[src/sar_seq_pkg.sv]
// What this block does
// - MSB tested first; eight comparisons in 64 clocks; latch result, then assert done.
// - Result is straight binary, all ones meaning full-scale differential input.
// - A new start during conversion aborts it and begins a fresh one.
// - Free-running: select low, done wired to start, each done fall restarts.
// - Start falling edge clears approximation register and all shift stages.
// - While select and start are both low, sequencer stays in reset.
// - Conversion begins 1 to 8 clocks after select or start returns high.
// - Start flop clears shift register and done flop, loads one into first stage.
// - Start clear pulse is ignored while start persists; wide strobes tolerated.
// - Marker leaving last stage loads output latch; end latch then sets done.
// - Sequencing phases run at one eighth of clock; done set lasts 8 clocks.
// - With reading held on, done still falls and stays low 8 clocks.
// - Free-running: falling done sets start flop, releasing done quickly.
// - Select and output enable low clear done and drive result outputs.
// - Select, start and read inputs active low, reset active high; select may be tied low standalone.
// - Negative input sampled five clocks after positive input.
// - Output data latch updates one clock before done asserts.
package sar_seq_pkg;
    localparam int DATA_BITS = 8;
    localparam int CONV_CYCLES = 64;
    localparam int STEP_CYCLES = CONV_CYCLES / DATA_BITS;
    localparam int SEQ_DIVIDE = 16;
    localparam int DONE_SET_CYCLES = SEQ_DIVIDE / 2;
    localparam int CLK_PERIOD_NS = 10;
    localparam int SAMPLE_SKEW_HALF_PERIODS = 9;
    localparam int SAMPLE_SKEW_CYCLES = (SAMPLE_SKEW_HALF_PERIODS + 1) / 2;
    localparam int POS_SAMPLE_PHASE = 0;
    localparam int NEG_SAMPLE_PHASE = POS_SAMPLE_PHASE + SAMPLE_SKEW_CYCLES;
    localparam logic [DATA_BITS-1:0] FULL_SCALE = 8'hFF;
    localparam logic [DATA_BITS-1:0] ZERO_CODE = 8'h00;

    typedef enum logic [2:0] {
        ST_IDLE = 3'b001,
        ST_ARMED = 3'b010,
        ST_CONV = 3'b100
    } seq_state_e;
endpackage

[src/sar_conversion_sequencer.sv]
`timescale 1ns/1ns
module sar_conversion_sequencer #(
    parameter int DATA_W = sar_seq_pkg::DATA_BITS,
    parameter int STEP_CYC = sar_seq_pkg::STEP_CYCLES,
    parameter int DONE_CYC = sar_seq_pkg::DONE_SET_CYCLES
) (
    input wire logic sys_clk_i,
    input wire logic sys_rst_i,
    input wire logic select_n_i,
    input wire logic start_n_i,
    input wire logic read_n_i,
    input wire logic compare_i,
    output logic [DATA_W-1:0] trial_code_o,
    output logic sample_pos_o,
    output logic sample_neg_o,
    output logic conversion_done_n_o,
    output logic [DATA_W-1:0] data_o,
    output logic data_oe_o
);
    localparam int DIV_W = (STEP_CYC > 1) ? $clog2(STEP_CYC) : 1;
    localparam int CNT_W = $clog2(DONE_CYC + 1);
    localparam logic [DIV_W-1:0] DIV_LAST = DIV_W'(STEP_CYC - 1);
    localparam logic [DIV_W-1:0] POS_PHASE = DIV_W'(sar_seq_pkg::POS_SAMPLE_PHASE);
    localparam logic [DIV_W-1:0] NEG_PHASE = DIV_W'(sar_seq_pkg::NEG_SAMPLE_PHASE);
    localparam logic [CNT_W-1:0] DONE_LOAD = CNT_W'(DONE_CYC);
    localparam logic [DATA_W-1:0] MSB_TRIAL = {1'b1, {(DATA_W-1){1'b0}}};
    localparam logic [DATA_W-1:0] ZERO_W = {DATA_W{1'b0}};
    localparam int STEP_W = $clog2(DATA_W + 1);
    localparam logic [STEP_W-1:0] STEP_LAST = STEP_W'(DATA_W - 1);

    sar_seq_pkg::seq_state_e state_r;
    sar_seq_pkg::seq_state_e state_nxt;
    logic [DIV_W-1:0] div_r;
    logic first_stage_flop_r;
    logic [DATA_W-1:0] shift_r;
    logic [DATA_W-1:0] approximation_register_r;
    logic [DATA_W-1:0] data_r;
    logic [CNT_W-1:0] set_cnt_r;
    logic done_ff_r;
    logic tick;
    logic start_cond;
    logic read_cond;
    logic start_clear_gate;
    logic result_transfer_gate;
    logic set_active;
    logic [DATA_W-1:0] resolved;
    logic [STEP_W-1:0] step_cnt_r;

    // Keeps or drops the trial bit under the marker
    function automatic logic [DATA_W-1:0] resolve_bit(
        input logic [DATA_W-1:0] code,
        input logic [DATA_W-1:0] marker,
        input logic keep
    );
        resolve_bit = keep ? code : (code & ~marker);
    endfunction

    // Active-low controls
    assign start_cond = !select_n_i && !start_n_i;
    assign read_cond = !select_n_i && !read_n_i;
    assign tick = (div_r == DIV_LAST);
    assign start_clear_gate = first_stage_flop_r && tick;
    assign result_transfer_gate = (state_r == sar_seq_pkg::ST_CONV) && tick && shift_r[0];
    assign set_active = (set_cnt_r != {CNT_W{1'b0}});
    assign resolved = resolve_bit(approximation_register_r, shift_r, compare_i);

    // Sequencing phase divider
    always_ff @(posedge sys_clk_i) begin
        if (sys_rst_i) begin
            div_r <= {DIV_W{1'b0}};
        end else if (tick) begin
            div_r <= {DIV_W{1'b0}};
        end else begin
            div_r <= div_r + DIV_W'(1);
        end
    end

    // Sequencer state
    always_comb begin
        state_nxt = state_r;
        unique case (state_r)
            sar_seq_pkg::ST_IDLE: begin
                if (start_cond) begin
                    state_nxt = sar_seq_pkg::ST_ARMED;
                end
            end
            sar_seq_pkg::ST_ARMED: begin
                if (start_clear_gate && !start_cond) begin
                    state_nxt = sar_seq_pkg::ST_CONV;
                end
            end
            sar_seq_pkg::ST_CONV: begin
                if (start_cond) begin
                    state_nxt = sar_seq_pkg::ST_ARMED;
                end else if (result_transfer_gate) begin
                    state_nxt = sar_seq_pkg::ST_IDLE;
                end
            end
            default: begin
                state_nxt = sar_seq_pkg::ST_IDLE;
            end
        endcase
    end

    always_ff @(posedge sys_clk_i) begin
        if (sys_rst_i) begin
            state_r <= sar_seq_pkg::ST_IDLE;
        end else begin
            state_r <= state_nxt;
        end
    end

    // First stage flop
    always_ff @(posedge sys_clk_i) begin
        if (sys_rst_i) begin
            first_stage_flop_r <= 1'b0;
        end else if (start_cond || state_r == sar_seq_pkg::ST_ARMED) begin
            first_stage_flop_r <= !(start_clear_gate && !start_cond);
        end else begin
            first_stage_flop_r <= 1'b0;
        end
    end

    // Marker shift register and approximation register
    always_ff @(posedge sys_clk_i) begin
        if (sys_rst_i) begin
            shift_r <= ZERO_W;
            approximation_register_r <= ZERO_W;
        end else if (start_cond) begin
            shift_r <= ZERO_W;
            approximation_register_r <= ZERO_W;
        end else if (state_r == sar_seq_pkg::ST_ARMED) begin
            if (start_clear_gate) begin
                shift_r <= MSB_TRIAL;
                approximation_register_r <= MSB_TRIAL;
            end else begin
                shift_r <= ZERO_W;
                approximation_register_r <= ZERO_W;
            end
        end else if (state_r == sar_seq_pkg::ST_CONV && tick) begin
            shift_r <= shift_r >> 1;
            approximation_register_r <= resolved | (shift_r >> 1);
        end
    end

    // Output data latch
    always_ff @(posedge sys_clk_i) begin
        if (sys_rst_i) begin
            data_r <= ZERO_W;
        end else if (result_transfer_gate) begin
            data_r <= resolved;
        end
    end

    // Done set pulse, loaded on the same edge as the data latch
    always_ff @(posedge sys_clk_i) begin
        if (sys_rst_i) begin
            set_cnt_r <= {CNT_W{1'b0}};
        end else if (start_cond || state_r == sar_seq_pkg::ST_ARMED) begin
            set_cnt_r <= {CNT_W{1'b0}};
        end else if (result_transfer_gate) begin
            set_cnt_r <= DONE_LOAD;
        end else if (set_active) begin
            set_cnt_r <= set_cnt_r - CNT_W'(1);
        end
    end

    // Done flop: set wins over read clear, start (armed state) clear wins over set
    always_ff @(posedge sys_clk_i) begin
        if (sys_rst_i) begin
            done_ff_r <= 1'b0;
        end else if (set_active && state_r != sar_seq_pkg::ST_ARMED) begin
            done_ff_r <= 1'b1;
        end else if (read_cond || state_r == sar_seq_pkg::ST_ARMED) begin
            done_ff_r <= 1'b0;
        end
    end

    // Comparisons completed in the running conversion
    always_ff @(posedge sys_clk_i) begin
        if (sys_rst_i) begin
            step_cnt_r <= {STEP_W{1'b0}};
        end else if (state_r != sar_seq_pkg::ST_CONV) begin
            step_cnt_r <= {STEP_W{1'b0}};
        end else if (tick) begin
            step_cnt_r <= step_cnt_r + STEP_W'(1);
        end
    end

    assign conversion_done_n_o = !done_ff_r;
    assign trial_code_o = approximation_register_r;
    assign data_o = data_r;
    assign data_oe_o = read_cond;
    assign sample_pos_o = (state_r == sar_seq_pkg::ST_CONV) && (div_r == POS_PHASE);
    assign sample_neg_o = (state_r == sar_seq_pkg::ST_CONV) && (div_r == NEG_PHASE);

    AST_CONV_LEN: assert property (@(posedge sys_clk_i) disable iff (sys_rst_i)
        result_transfer_gate |-> $past(state_r, 63) == sar_seq_pkg::ST_CONV
            && $past(state_r, 64) != sar_seq_pkg::ST_CONV)
        else $error("Conversion did not take 64 clocks");

    AST_MSB_FIRST: assert property (@(posedge sys_clk_i) disable iff (sys_rst_i)
        $rose(state_r == sar_seq_pkg::ST_CONV) |-> approximation_register_r == MSB_TRIAL)
        else $error("First trial is not the top bit");

    AST_DONE_AFTER_DATA: assert property (@(posedge sys_clk_i) disable iff (sys_rst_i)
        result_transfer_gate ##1 (!start_cond && state_r != sar_seq_pkg::ST_ARMED)
            |-> data_r == $past(resolved) ##1 !conversion_done_n_o)
        else $error("Done did not follow the data latch by one clock");

    AST_RESET_HOLD: assert property (@(posedge sys_clk_i) disable iff (sys_rst_i)
        start_cond |=> state_r == sar_seq_pkg::ST_ARMED && shift_r == ZERO_W
            && approximation_register_r == ZERO_W)
        else $error("Sequencer not held in reset while start is low");

    AST_START_LATENCY: assert property (@(posedge sys_clk_i) disable iff (sys_rst_i)
        $fell(start_cond) && state_r == sar_seq_pkg::ST_ARMED
            |-> ##[1:8] (state_r == sar_seq_pkg::ST_CONV || start_cond))
        else $error("Conversion did not begin within 8 clocks");

    AST_DONE_SET_LEN: assert property (@(posedge sys_clk_i) disable iff (sys_rst_i)
        $rose(set_active) ##0 (!start_cond && state_r != sar_seq_pkg::ST_ARMED)[*8]
            |-> set_active && $past(set_cnt_r, 7) == DONE_LOAD ##1 !set_active)
        else $error("Done set pulse length wrong");

    AST_SET_WINS: assert property (@(posedge sys_clk_i) disable iff (sys_rst_i)
        set_active && state_r != sar_seq_pkg::ST_ARMED |=> !conversion_done_n_o)
        else $error("Done not low during set pulse");

    AST_READ_CLEARS: assert property (@(posedge sys_clk_i) disable iff (sys_rst_i)
        read_cond && !set_active |=> conversion_done_n_o)
        else $error("Read did not clear done");

    AST_FREE_RUN: assert property (@(posedge sys_clk_i) disable iff (sys_rst_i)
        start_cond && done_ff_r |-> ##2 conversion_done_n_o)
        else $error("Start did not release done");

    AST_NEG_SAMPLE: assert property (@(posedge sys_clk_i) disable iff (sys_rst_i)
        sample_pos_o ##1 (state_r == sar_seq_pkg::ST_CONV)[*5] |-> sample_neg_o)
        else $error("Negative input sample skew wrong");

    AST_TRIAL: assert property (@(posedge sys_clk_i) disable iff (sys_rst_i)
        state_r == sar_seq_pkg::ST_CONV && tick && !start_cond
            |=> (approximation_register_r & $past(shift_r))
                == ($past(compare_i) ? $past(shift_r) : ZERO_W))
        else $error("Trial bit not resolved from comparator");

    AST_EIGHT_STEPS: assert property (@(posedge sys_clk_i) disable iff (sys_rst_i)
        result_transfer_gate |-> step_cnt_r == STEP_LAST)
        else $error("Conversion did not take eight comparisons");

    AST_MARKER_ONEHOT: assert property (@(posedge sys_clk_i) disable iff (sys_rst_i)
        state_r == sar_seq_pkg::ST_CONV |-> $onehot(shift_r))
        else $error("Marker is not a single one");

    AST_LOW_BITS: assert property (@(posedge sys_clk_i) disable iff (sys_rst_i)
        state_r == sar_seq_pkg::ST_CONV
            |-> (approximation_register_r & (shift_r - DATA_W'(1))) == ZERO_W)
        else $error("Bits below the marker are set");

    AST_DATA_HOLD: assert property (@(posedge sys_clk_i) disable iff (sys_rst_i)
        !result_transfer_gate |=> data_r == $past(data_r))
        else $error("Output latch changed outside a transfer");

    AST_ARMED_CLEARS: assert property (@(posedge sys_clk_i) disable iff (sys_rst_i)
        state_r == sar_seq_pkg::ST_ARMED |=> conversion_done_n_o)
        else $error("Start did not clear done");

    AST_DONE_STAYS: assert property (@(posedge sys_clk_i) disable iff (sys_rst_i)
        done_ff_r && !read_cond && state_r != sar_seq_pkg::ST_ARMED |=> !conversion_done_n_o)
        else $error("Done released without read or start");

    AST_OE_OFF: assert property (@(posedge sys_clk_i) disable iff (sys_rst_i)
        select_n_i || read_n_i |-> !data_oe_o)
        else $error("Data driven while not selected for read");

    AST_OE_ON: assert property (@(posedge sys_clk_i) disable iff (sys_rst_i)
        !select_n_i && !read_n_i |-> data_oe_o)
        else $error("Data not driven during read");

    AST_IDLE_QUIET: assert property (@(posedge sys_clk_i) disable iff (sys_rst_i)
        state_r != sar_seq_pkg::ST_CONV |-> !sample_pos_o && !sample_neg_o)
        else $error("Input sampled outside conversion");

    AST_DATA_ON_DONE: assert property (@(posedge sys_clk_i) disable iff (sys_rst_i)
        $fell(conversion_done_n_o) && state_r != sar_seq_pkg::ST_ARMED
            |-> data_o == trial_code_o)
        else $error("Latched result differs from resolved code");

    AST_FIRST_STAGE: assert property (@(posedge sys_clk_i) disable iff (sys_rst_i)
        start_cond |=> first_stage_flop_r)
        else $error("Start did not load the first stage");

    AST_MARKER_LEAVES: assert property (@(posedge sys_clk_i) disable iff (sys_rst_i)
        result_transfer_gate |=> shift_r == ZERO_W)
        else $error("Marker still in shift register after transfer");

    AST_SET_FROM_TRANSFER: assert property (@(posedge sys_clk_i) disable iff (sys_rst_i)
        $rose(set_active) |-> $past(result_transfer_gate))
        else $error("Done set pulse without a transfer");

    COV_COMPLETE: cover property (@(posedge sys_clk_i) disable iff (sys_rst_i)
        result_transfer_gate);
    COV_ABORT: cover property (@(posedge sys_clk_i) disable iff (sys_rst_i)
        state_r == sar_seq_pkg::ST_CONV && start_cond);
    COV_READ_HELD: cover property (@(posedge sys_clk_i) disable iff (sys_rst_i)
        set_active && read_cond);
    COV_FREE_RUN: cover property (@(posedge sys_clk_i) disable iff (sys_rst_i)
        !conversion_done_n_o && start_cond);
    COV_WIDE_START: cover property (@(posedge sys_clk_i) disable iff (sys_rst_i)
        start_clear_gate && start_cond);
endmodule

[config.mk]
export PLATFORM = sky130hd
export DESIGN_NAME = sar_conversion_sequencer
export DESIGN_NICKNAME = d
export VERILOG_FILES = /design/src/sar_seq_pkg.sv /design/src/sar_conversion_sequencer.sv
export SDC_FILE = /design/constraint.sdc
export NUM_CORES = 1
export LEC_CHECK = 0
export ABC_AREA = 1
export BUFFER_PORTS_ARGS = -buffer_cell sky130_fd_sc_hd__buf_2
export CORE_AREA = 2 2 64 66
export CTS_BUF_LIST = sky130_fd_sc_hd__clkbuf_16
export CTS_CLUSTER_DIAMETER = 60
export DETAILED_ROUTE_END_ITERATION = 12
export DIE_AREA = 0 0 66 68
export GPL_ROUTABILITY_DRIVEN = 0
export PLACE_DENSITY = 0.74
export SETUP_SLACK_MARGIN = 0.3
export SLEW_MARGIN = 40
export SYNTH_ARGS = -nofsm -noshare
export SYNTH_HDL_FRONTEND = slang
export SYNTH_SLANG_ARGS = --single-unit
[constraint.sdc]
create_clock -name sys_clk_i -period 1.5 [get_ports sys_clk_i]
set_clock_uncertainty 0.1 [all_clocks]
set_input_delay 0.3 -clock sys_clk_i [delete_from_list [all_inputs] [get_ports sys_clk_i]]
set_output_delay 0.3 -clock sys_clk_i [all_outputs]
set_load 0.005 [all_outputs]
* Word-level counts from Yosys, hierarchy flattened
Cells that the tools add are included.
** Storage, ports and cells
- Bits in registers :: 36
- Input bits :: 6
- Output and inout bits :: 20
- Word-level logic and storage cells :: 67
** Operators by class
- Add/subtract/negate cells :: 2
- Equal/unequal tests :: 9
- Muxes and demuxes :: 15
- Bitwise gates (word level) :: 4
- Reductions and logical operators :: 28
** Operators with widths (number)
- two-way mux 8 bit :: 6
- two-way mux 3 bit :: 4
- equality test 3 bit, second input constant :: 3
- logical AND 1 bit :: 9
- one-hot mux 3 bit (3 select lines) :: 1
- bitwise AND 8 bit :: 1
- two-way mux 4 bit :: 2
- NOT 8 bit :: 1
- bitwise OR 8 x 7 -> 8 bit :: 1
- OR reduction 2 bit :: 4
- zero test 1 bit :: 6
- nonzero test 2 bit :: 3
- != test 2 bit, second input constant :: 2
- nonzero test 4 bit :: 1
- subtractor 4 x 1 -> 4 bit, second input constant :: 1
- adder 3 x 1 -> 3 bit, second input constant :: 1
- equality test 3 x 1 -> 1 bit, second input constant :: 1
- equality test 3 x 2 -> 1 bit, second input constant :: 1
- zero test 3 bit :: 1
- != test 3 x 2 -> 1 bit, second input constant :: 1
- != test 3 bit, second input constant :: 1
- AND reduction 3 bit :: 1
- OR reduction 3 bit :: 1
- logical OR 1 bit :: 2
- 2 further kinds :: 3

* Depth between registers and ports, before layout
Gate-level depths: netlist of the first run.
- Word-level depth :: 6
- Depth in mapped cells :: 9
- Depth with buffers taken out :: 9

* Worst setup path after synthesis of the first run
OpenSTA, ideal clock, no wires.
- Path type :: register to register
- Start point :: reg div_r[0]
- End point :: reg state_r[1]
- Setup time :: 0.115 ns
- Data arrival time :: 1.317 ns
- Required time :: 1.285 ns
- Slack :: -0.032 ns
- Cell stages (with the launch flop) :: 10
- Clock period less this slack :: 1.532 ns
- Path through :: dfxtp_1 > ha_1 > ha_1 > nand2_1 > nor2_1 > nor2_4 > nor2_2 > nand3_1 > nand2_1 > nor2_1
** On the way
- Cells in the longest elaborated chain, start to end :: 5
- Elaborated cells between the ends (all ways) :: 8
** Ends and longest elaborated chain
- start: declaration :: RTL line sar_conversion_sequencer.sv:33 : logic [DIV_W-1:0] div_r;
- start signal: assignment :: RTL line sar_conversion_sequencer.sv:70 : div_r <= {DIV_W{1'b0}};
- start signal: assignment :: RTL line sar_conversion_sequencer.sv:72 : div_r <= {DIV_W{1'b0}};
- start signal: assignment :: RTL line sar_conversion_sequencer.sv:74 : div_r <= div_r + DIV_W'(1);
- equality test 3 bit (*) :: RTL line sar_conversion_sequencer.sv:61 : assign tick = (div_r == DIV_LAST);
- logical AND 1 bit, on equally long branches :: RTL line sar_conversion_sequencer.sv:63, sar_conversion_sequencer.sv:62
- logical AND 1 bit, on equally long branches :: RTL line sar_conversion_sequencer.sv:63, sar_conversion_sequencer.sv:88
- != test 3 bit (no source line) / != test 2 bit (equally long branches)
- AND reduction 3 bit (no source line) (*)
- end signal: assignment :: RTL line sar_conversion_sequencer.sv:107 : state_r <= sar_seq_pkg::ST_IDLE;
- end signal: assignment :: RTL line sar_conversion_sequencer.sv:109 : state_r <= state_nxt;
- end: declaration :: RTL line sar_conversion_sequencer.sv:31 : sar_seq_pkg::seq_state_e state_r;
Mark *: on every way between the ends. The rest lies on a longest branch, timed or not.
A chain may end at the register's enable or synchronous reset.

* Final worst setup path of the first run
- Start point :: reg div_r[0]
- End point :: reg approximation_register_r[6], in the netlist trial_code_o[6]
** On the way
- Cells in the longest elaborated chain, start to end :: 3
** Ends and longest elaborated chain
- equality test 3 bit :: RTL line sar_conversion_sequencer.sv:61
- logical AND 1 bit :: RTL line sar_conversion_sequencer.sv:140 : end else if (state_r == sar_seq_pkg::ST_CONV && tick) begin
- nonzero test 2 bit (no source line)
- end signal: assignment :: RTL line sar_conversion_sequencer.sv:142 : approximation_register_r <= resolved | (shift_r >> 1);
- end: declaration :: RTL line sar_conversion_sequencer.sv:36 : logic [DATA_W-1:0] approximation_register_r;
Every way passes these cells.

==> results of run 1 <==
## flip-flops by register name, indices dropped and copies added (netlist names)
name	cells
set_cnt_r	4
trial_code_o	8
state_r	3
first_stage_flop_r	1
done_ff_r	1
shift_r	8
div_r	3
data_o	8
## final timing paths
| kind | from | endpoint | depth (start not counted) | slack, ns |
|---|---|---|---|---|
| min reg2reg | data_o[2] | data_o[2] | 2 | 0.36 |
| max reg2reg | div_r[0] | trial_code_o[6] | 8 | -0.07 |
| min | sys_rst_i | trial_code_o[6] | 4 | 0.22 |
| max | div_r[0] | trial_code_o[6] | 8 | -0.07 |
## tightest hold or removal path: stages
cell and delay [ns]:
buf_2 0.09, nor2_2 0.07, o21ai_2 0.06, nor2_1 0.04
## per-stage QoR
step / worst slack, ns / total power [W]
2_1_floorplan: 0.190 / 0.00152
3_3_place_gp: 0.0973 / 0.00165
3_5_place_dp: 0.0664 / 0.00166
4_1_cts: -0.0454 / 0.00291
5_1_grt: -0.133 / 0.00310
6_report: -0.0665 / 0.00297
## power groups by stage
stage               Sequential, W  Clock (W)  Combinational, W
floorplan                 0.00113          0          0.000390
global placement          0.00112          0          0.000529
detailed placement        0.00112          0          0.000534
CTS                       0.00113    0.00117          0.000617
global route              0.00114    0.00122          0.000736
finish                    0.00113    0.00116          0.000672
## repair_timing
action                                  4_1_cts  5_1_grt
gates cloned                                  1        0
buffers inserted                              8        5
endpoints found under the setup margin       38       42
pin swaps                                     5        9
resized for setup                            35       27
## cell usage in the layout (no fill, tap or decap), types with 4 or more instances in the layout
master / instances
a21boi_0: 7
a21oi_1: 13
a21oi_2: 8
buf_2: 25
buf_4: 13
buf_6: 8
clkbuf_16: 5
dfxtp_1: 28
dfxtp_2: 7
inv_1: 17
nand2_1: 27
nand2_2: 6
nand2_4: 4
nand3_1: 12
nor2_1: 17
nor2_2: 8
nor2_4: 8
nor3_1: 6
nor3_2: 7
## final cells by class
class / count / area share (%)
repair buffers: 47 / 13.8
inverters: 20 / 3.42
clock inverters: 3 / 1.61
flip-flops and latches: 36 / 30.4
multi-input cells: 148 / 43.0
well taps: 50 / 2.59
clock buffers: 5 / 5.18
## kinds of logic (layout without fill, tap and decap cells)
kind of cell / after synthesis / count (layout)
AOI/OAI and AO/OA: 35 / 35
adders and majority gates: 6 / 6
buffers and inverters: 26 / 75
DFF: 36 / 36
and+or+nand+nor: 106 / 107
## metal layers
metal	global-route usage, %	up-vias
met1	20.9	730
met2	33.1	35
met3	3.95	9
met5	0	-
met4	9.95	0
li1	-	801
==> out/qor.yml, run 1 <==
outcome:
  status: "finished with violations"
  violations: "negative setup slack"
drt:
  route.met2.wl_um: 2030
  drtIter0Drc: 64
  wl_um: 3900
  wl_met3_um: 143
  top_layer_used: "met4"
  drtPass1Iterations: 5
  drc: 0
  wl_per_cell_um: 12.6
  antenna_left: 0
  vias_per_cell: 5.10
  m1WireLength_um: 1620
  dr_total_vias: 1575
global_route:
  grt_pass1_vias: 1365
  grt_pass1_wl_um: 6130
  antenna_found_initial: 0
  grt_max_degree: 15
  grt-ovfl-total: 0
  grtUsageTotal_pct: 18.6
yosys:
  synth_edf_count: 0
  ys_seq_area_share_pct: 44.5
  ys_ff_latch: 36
  ys_types: 26
  ys_async_sr_fraction_pct: 0
  synthTopCellsByCount: "36 x dfxtp_1, 35 x nand2_1, 28 x nor2_1"
  synth_area_um2: 1620
  synthMuxAreaShare_pct: 0
  ys.flop_type: "dfxtp_1"
  yosysTopAreaCellShare_pct: 44.5
  synth_top_family_by_area: "simple AND/OR/NAND/NOR gates"
  synthAdderAreaFrac_pct: 4.63
  ys_warn_count: 0
  synth_area_leader_cell: "dfxtp_1"
  netlist_top_cells_area: "dfxtp_1 44%, nand2_1 8.1%, a21oi_1 6.5%"
  synth_nets: 221
  synth-compound-area-share_pct: 12.1
  synth.most_common_cell: "dfxtp_1"
  synthSimpleGateAreaFrac_pct: 31.3
  synth_area_per_cell_um2: 7.75
  synthCells: 209
  synthXorXnorAreaFrac_pct: 0
power_and_ir_drop:
  power_density_nw_per_um2: 1230
  seq_power_share_pct: 38.2
  p_switching_w: 0.000877
  pwr-share-clk_pct: 39.1
  leakage_nw: 1.01
  p_sw_share_pct: 29.6
  power_frac_comb_pct: 22.7
  internal-power_w: 0.00209
  max-vdd-ir-drop_uv: 876
sta:
  final.min_clock_period_ns: 1.57
  setup_tns_ns: -0.305
  slew_headroom_pct: 63.0
  worst_pin_slew_ns: 0.549
  fmax_ghz: 0.638
  setup_slack_ns: -0.0665
  period_share_pct: 104
  hold_viol: 0
  drv_slew: 0
  setup_viol: 10
  worst_hold_slack_ns: 0.218
  rsz0062_at_grt: "yes"
worst_setup_path:
  path_cells: "buf_6 -> ha_4 -> ha_4 -> nand3_4 -> nand2_8 -> buf_4 -> o21ai_2 -> nor2_1"
  cpMaxStageDelayCell: "dfxtp_2"
  cp_max_fo: 8
  cp-start-kind: "register"
  path_class: "reg -> reg"
  worstPathArrival_ns: 1.64
  crit_top_cell: "ha_4"
  slowest_delay_ns: 0.32
  end_kind: "register"
  cp_num_buf_inv: 2
  critPathTopFamily: "simple AND/OR/NAND/NOR gates"
  required_ns: 1.57
hold_path:
  hold_path.class: "in -> reg"
layout:
  fill_cells: 347
  fin_util_pct: 62.6
  seq_area_um2: 733
  drive_above_1_share_pct: 47.1
  final_area_um2: 2410
  multi_input_area_um2: 1040
  num-nets-final: 270
  final-instance-count-excl-fill: 309
  area_growth_pct: 49.0
  antenna_cells: 0
cts:
  htreeDepth: 2
  clkSlewWorstSetupHoldPaths_ns: 0.05
  root_buffer: "clkbuf_16"
  clkSinkCount: 36
  cts_tree: "done"
  hold_buffers: 0
  cts.path.max_buffers: 2
  cts_made_buffers: 5
  insertion_delay_ns: 0.28
floorplan:
  die_y_um: 68
  core_um2: 3860
  start_util_pct: 42.0
  rows: 23
  die_area_um2: 4490
  die_w_um: 66
  pin_count: 26
place:
  dpl.cell_count: 287
  port-buffer-count: 25
  dp_hpwl_um: 2370
  post_dp_cell_area_um2: 1940
run:
  max_cap_violations: 0
No activity file was read; power rests on OpenSTA's default activity.
==> inputs of run 2 (changes only) <==
==> constraint.sdc (replaced) <==
create_clock -name sys_clk_i -period 1.5 [get_ports sys_clk_i]
set_clock_uncertainty 0.1 [all_clocks]
set_input_delay 0.375 -clock sys_clk_i [delete_from_list [all_inputs] [get_ports sys_clk_i]]
set_output_delay 0.375 -clock sys_clk_i [all_outputs]
set_load 0.005 [all_outputs]
==> run 2 against run 1 <==
Against the previous run: the run still ends with negative setup slack left; clock power is 12% lower; via count rose by 0.13%; clock-buffer cell count unchanged; highest routed layer unchanged; combinational power hardly changed; sequential power is essentially flat; sequential share of layout area decreased by 1.9 points; critical endpoint is now sample_pos_o; power decreased by 4.7%; die area is the same; maximum frequency shrank 3.5%.
==> out/qor.yml, run 2 (same netlist as run 1, synthesis figures left out) <==
global_route:
  grt-ovfl-total: 0
  grt_max_degree: 14
  grt_pass1_vias: 1536
  antenna_found_initial: 0
  grtUsageTotal_pct: 20.0
  grt_pass1_wl_um: 6610
worst_setup_path:
  rrSetupSlack_ns: -0.08
  path_class: "reg -> out"
  reg2reg_to: "shift_r[7]"
  required_ns: 1.02
  reg2reg_depth: 8
  worstPathArrival_ns: 1.15
  r2r_start: "div_r[0]"
  cp_max_fo: 3
  end_kind: "output port"
  cp-start-kind: "register"
floorplan:
  start_util_pct: 42.0
  rows: 23
  core_um2: 3860
  pin_count: 26
  die_w_um: 66
  die_y_um: 68
  die_area_um2: 4490
drt:
  dr_total_vias: 1577
  drtIter0Drc: 80
  drtPass1Iterations: 4
  antenna_left: 0
  vias_per_cell: 5.02
  wl_per_cell_um: 14.2
  wl_um: 4450
  drc: 0
cts:
  root_buffer: "clkbuf_16"
  htreeDepth: 2
  cts_made_buffers: 5
  cts.path.max_buffers: 2
  cts_tree: "done"
  clkSinkCount: 36
  clkSlewWorstSetupHoldPaths_ns: 0.05
  insertion_delay_ns: 0.29
sta:
  fmax_ghz: 0.616
  hold_viol: 0
  setup_slack_ns: -0.123
  worst_hold_slack_ns: 0.327
  drv_slew: 0
  slew_headroom_pct: 58.2
  setup_viol: 16
  worst_pin_slew_ns: 0.621
  period_share_pct: 108
  final.min_clock_period_ns: 1.62
  rsz0062_at_grt: "yes"
layout:
  num-nets-final: 275
  antenna_cells: 0
  area_growth_pct: 63.3
  layout_commonest_cell: "nand2_1"
  layout_common_cells: "24 x nand2_1, 20 x nor2_1, 20 x dfxtp_2, 20 x buf_2"
  drive_above_1_share_pct: 60.6
  fill_cells: 289
  final-instance-count-excl-fill: 314
outcome:
  status: "finished with violations"
  violations: "negative setup slack"
hold_path:
  hold_path.class: "in -> reg"
  min_to: "trial_code_o[7]"
  whs_path_depth: 4
  holdCritStartpoint: "sys_rst_i"
power_and_ir_drop:
  max-vdd-ir-drop_uv: 673
  power_density_nw_per_um2: 1070
  leakage_nw: 1.07
place:
  dpl.cell_count: 285
  port-buffer-count: 25
  dp_hpwl_um: 2570
run:
  max_cap_violations: 0
## run 2: cell count changes in the layout (fill, tap and decap cells not counted), moves of 4 or more
cell,change
nor3_4,+4
dfxtp_1,-14
nand3_2,+5
nor2_4,-4
buf_2,-5
dfxtp_2,+13
a21oi_2,+7
nand2_4,+5
nand3_1,-5
a21oi_1,-7
## run 2: worst max path at each step
stage	cells past startpoint	slack (ns)	from	to
after floorplan	7	0.19	div_r[0]	data_o[4]
after global placement	7	0.06	select_n_i	state_r[1]
after global routing	5	-0.17	div_r[0]	sample_pos_o
after CTS	5	-0.13	div_r[0]	sample_pos_o
after detailed placement	7	0.006	select_n_i	state_r[1]
final	5	-0.12	div_r[0]	sample_pos_o
## run 2: what timing repair did
item / 4_1_cts / 5_1_grt
gates cloned: 2 / 1
resized for setup: 60 / 52
pin swaps: 9 / 13
setup buffers: 13 / 5
hold buffers: 0 / 0
setup endpoints to repair: 55 / 55
## run 2: power by group
| part | internal (W) | switching, W | total (W) |
|---|---|---|---|
| clock | 0.000611 | 0.000405 | 0.00102 |
| sequential | 0.00104 | 0.0000964 | 0.00114 |
| combinational | 0.000282 | 0.000391 | 0.000673 |
| total | 0.00193 | 0.000892 | 0.00283 |
## run 2: worst max-delay path: stages, from the launching register on
cell,delay (ns)
dfxtp_2,0.33
buf_6,0.11
inv_4,0.03
ha_4,0.13
nor3b_2,0.14
buf_2,0.12
## run 2: final cells by class
| cell class | instances | area [um^2] | share of cell area [%] |
|---|---|---|---|
| inverters | 20 | 90.1 | 3.40 |
| well taps | 50 | 62.6 | 2.36 |
| repair inverters | 1 | 11.3 | 0.426 |
| repair buffers | 52 | 454 | 17.2 |
| clock buffers | 5 | 125 | 4.73 |
| clock inverters | 3 | 18.8 | 0.709 |
| multi-input cells | 147 | 1130 | 42.7 |
| flip-flops and latches | 36 | 753 | 28.5 |
## run 2: layer usage
metal,global-route usage [%],vias up,wire length [um]
li1,-,800,-
met1,22.3,738,1810
met2,34.3,33,2380
met3,6.74,6,196
met4,9.69,0,68
met5,0,-,0
## run 2: metrics by stage
step / power, W / utilization, % / setup WS [ns] / area, um^2 / TNS [ns]
6_report: 0.00283 / 68.6 / -0.123 / 2650 / -0.489
5_1_grt: 0.00296 / 68.6 / -0.166 / 2650 / -1.63
4_1_cts: 0.00280 / 62.2 / -0.128 / 2400 / -0.573
3_5_place_dp: 0.00166 / 50.3 / 0.00556 / 1940 / 0
3_3_place_gp: 0.00164 / 50.3 / 0.0586 / 1940 / 0
2_1_floorplan: 0.00153 / - / 0.190 / 1730 / 0
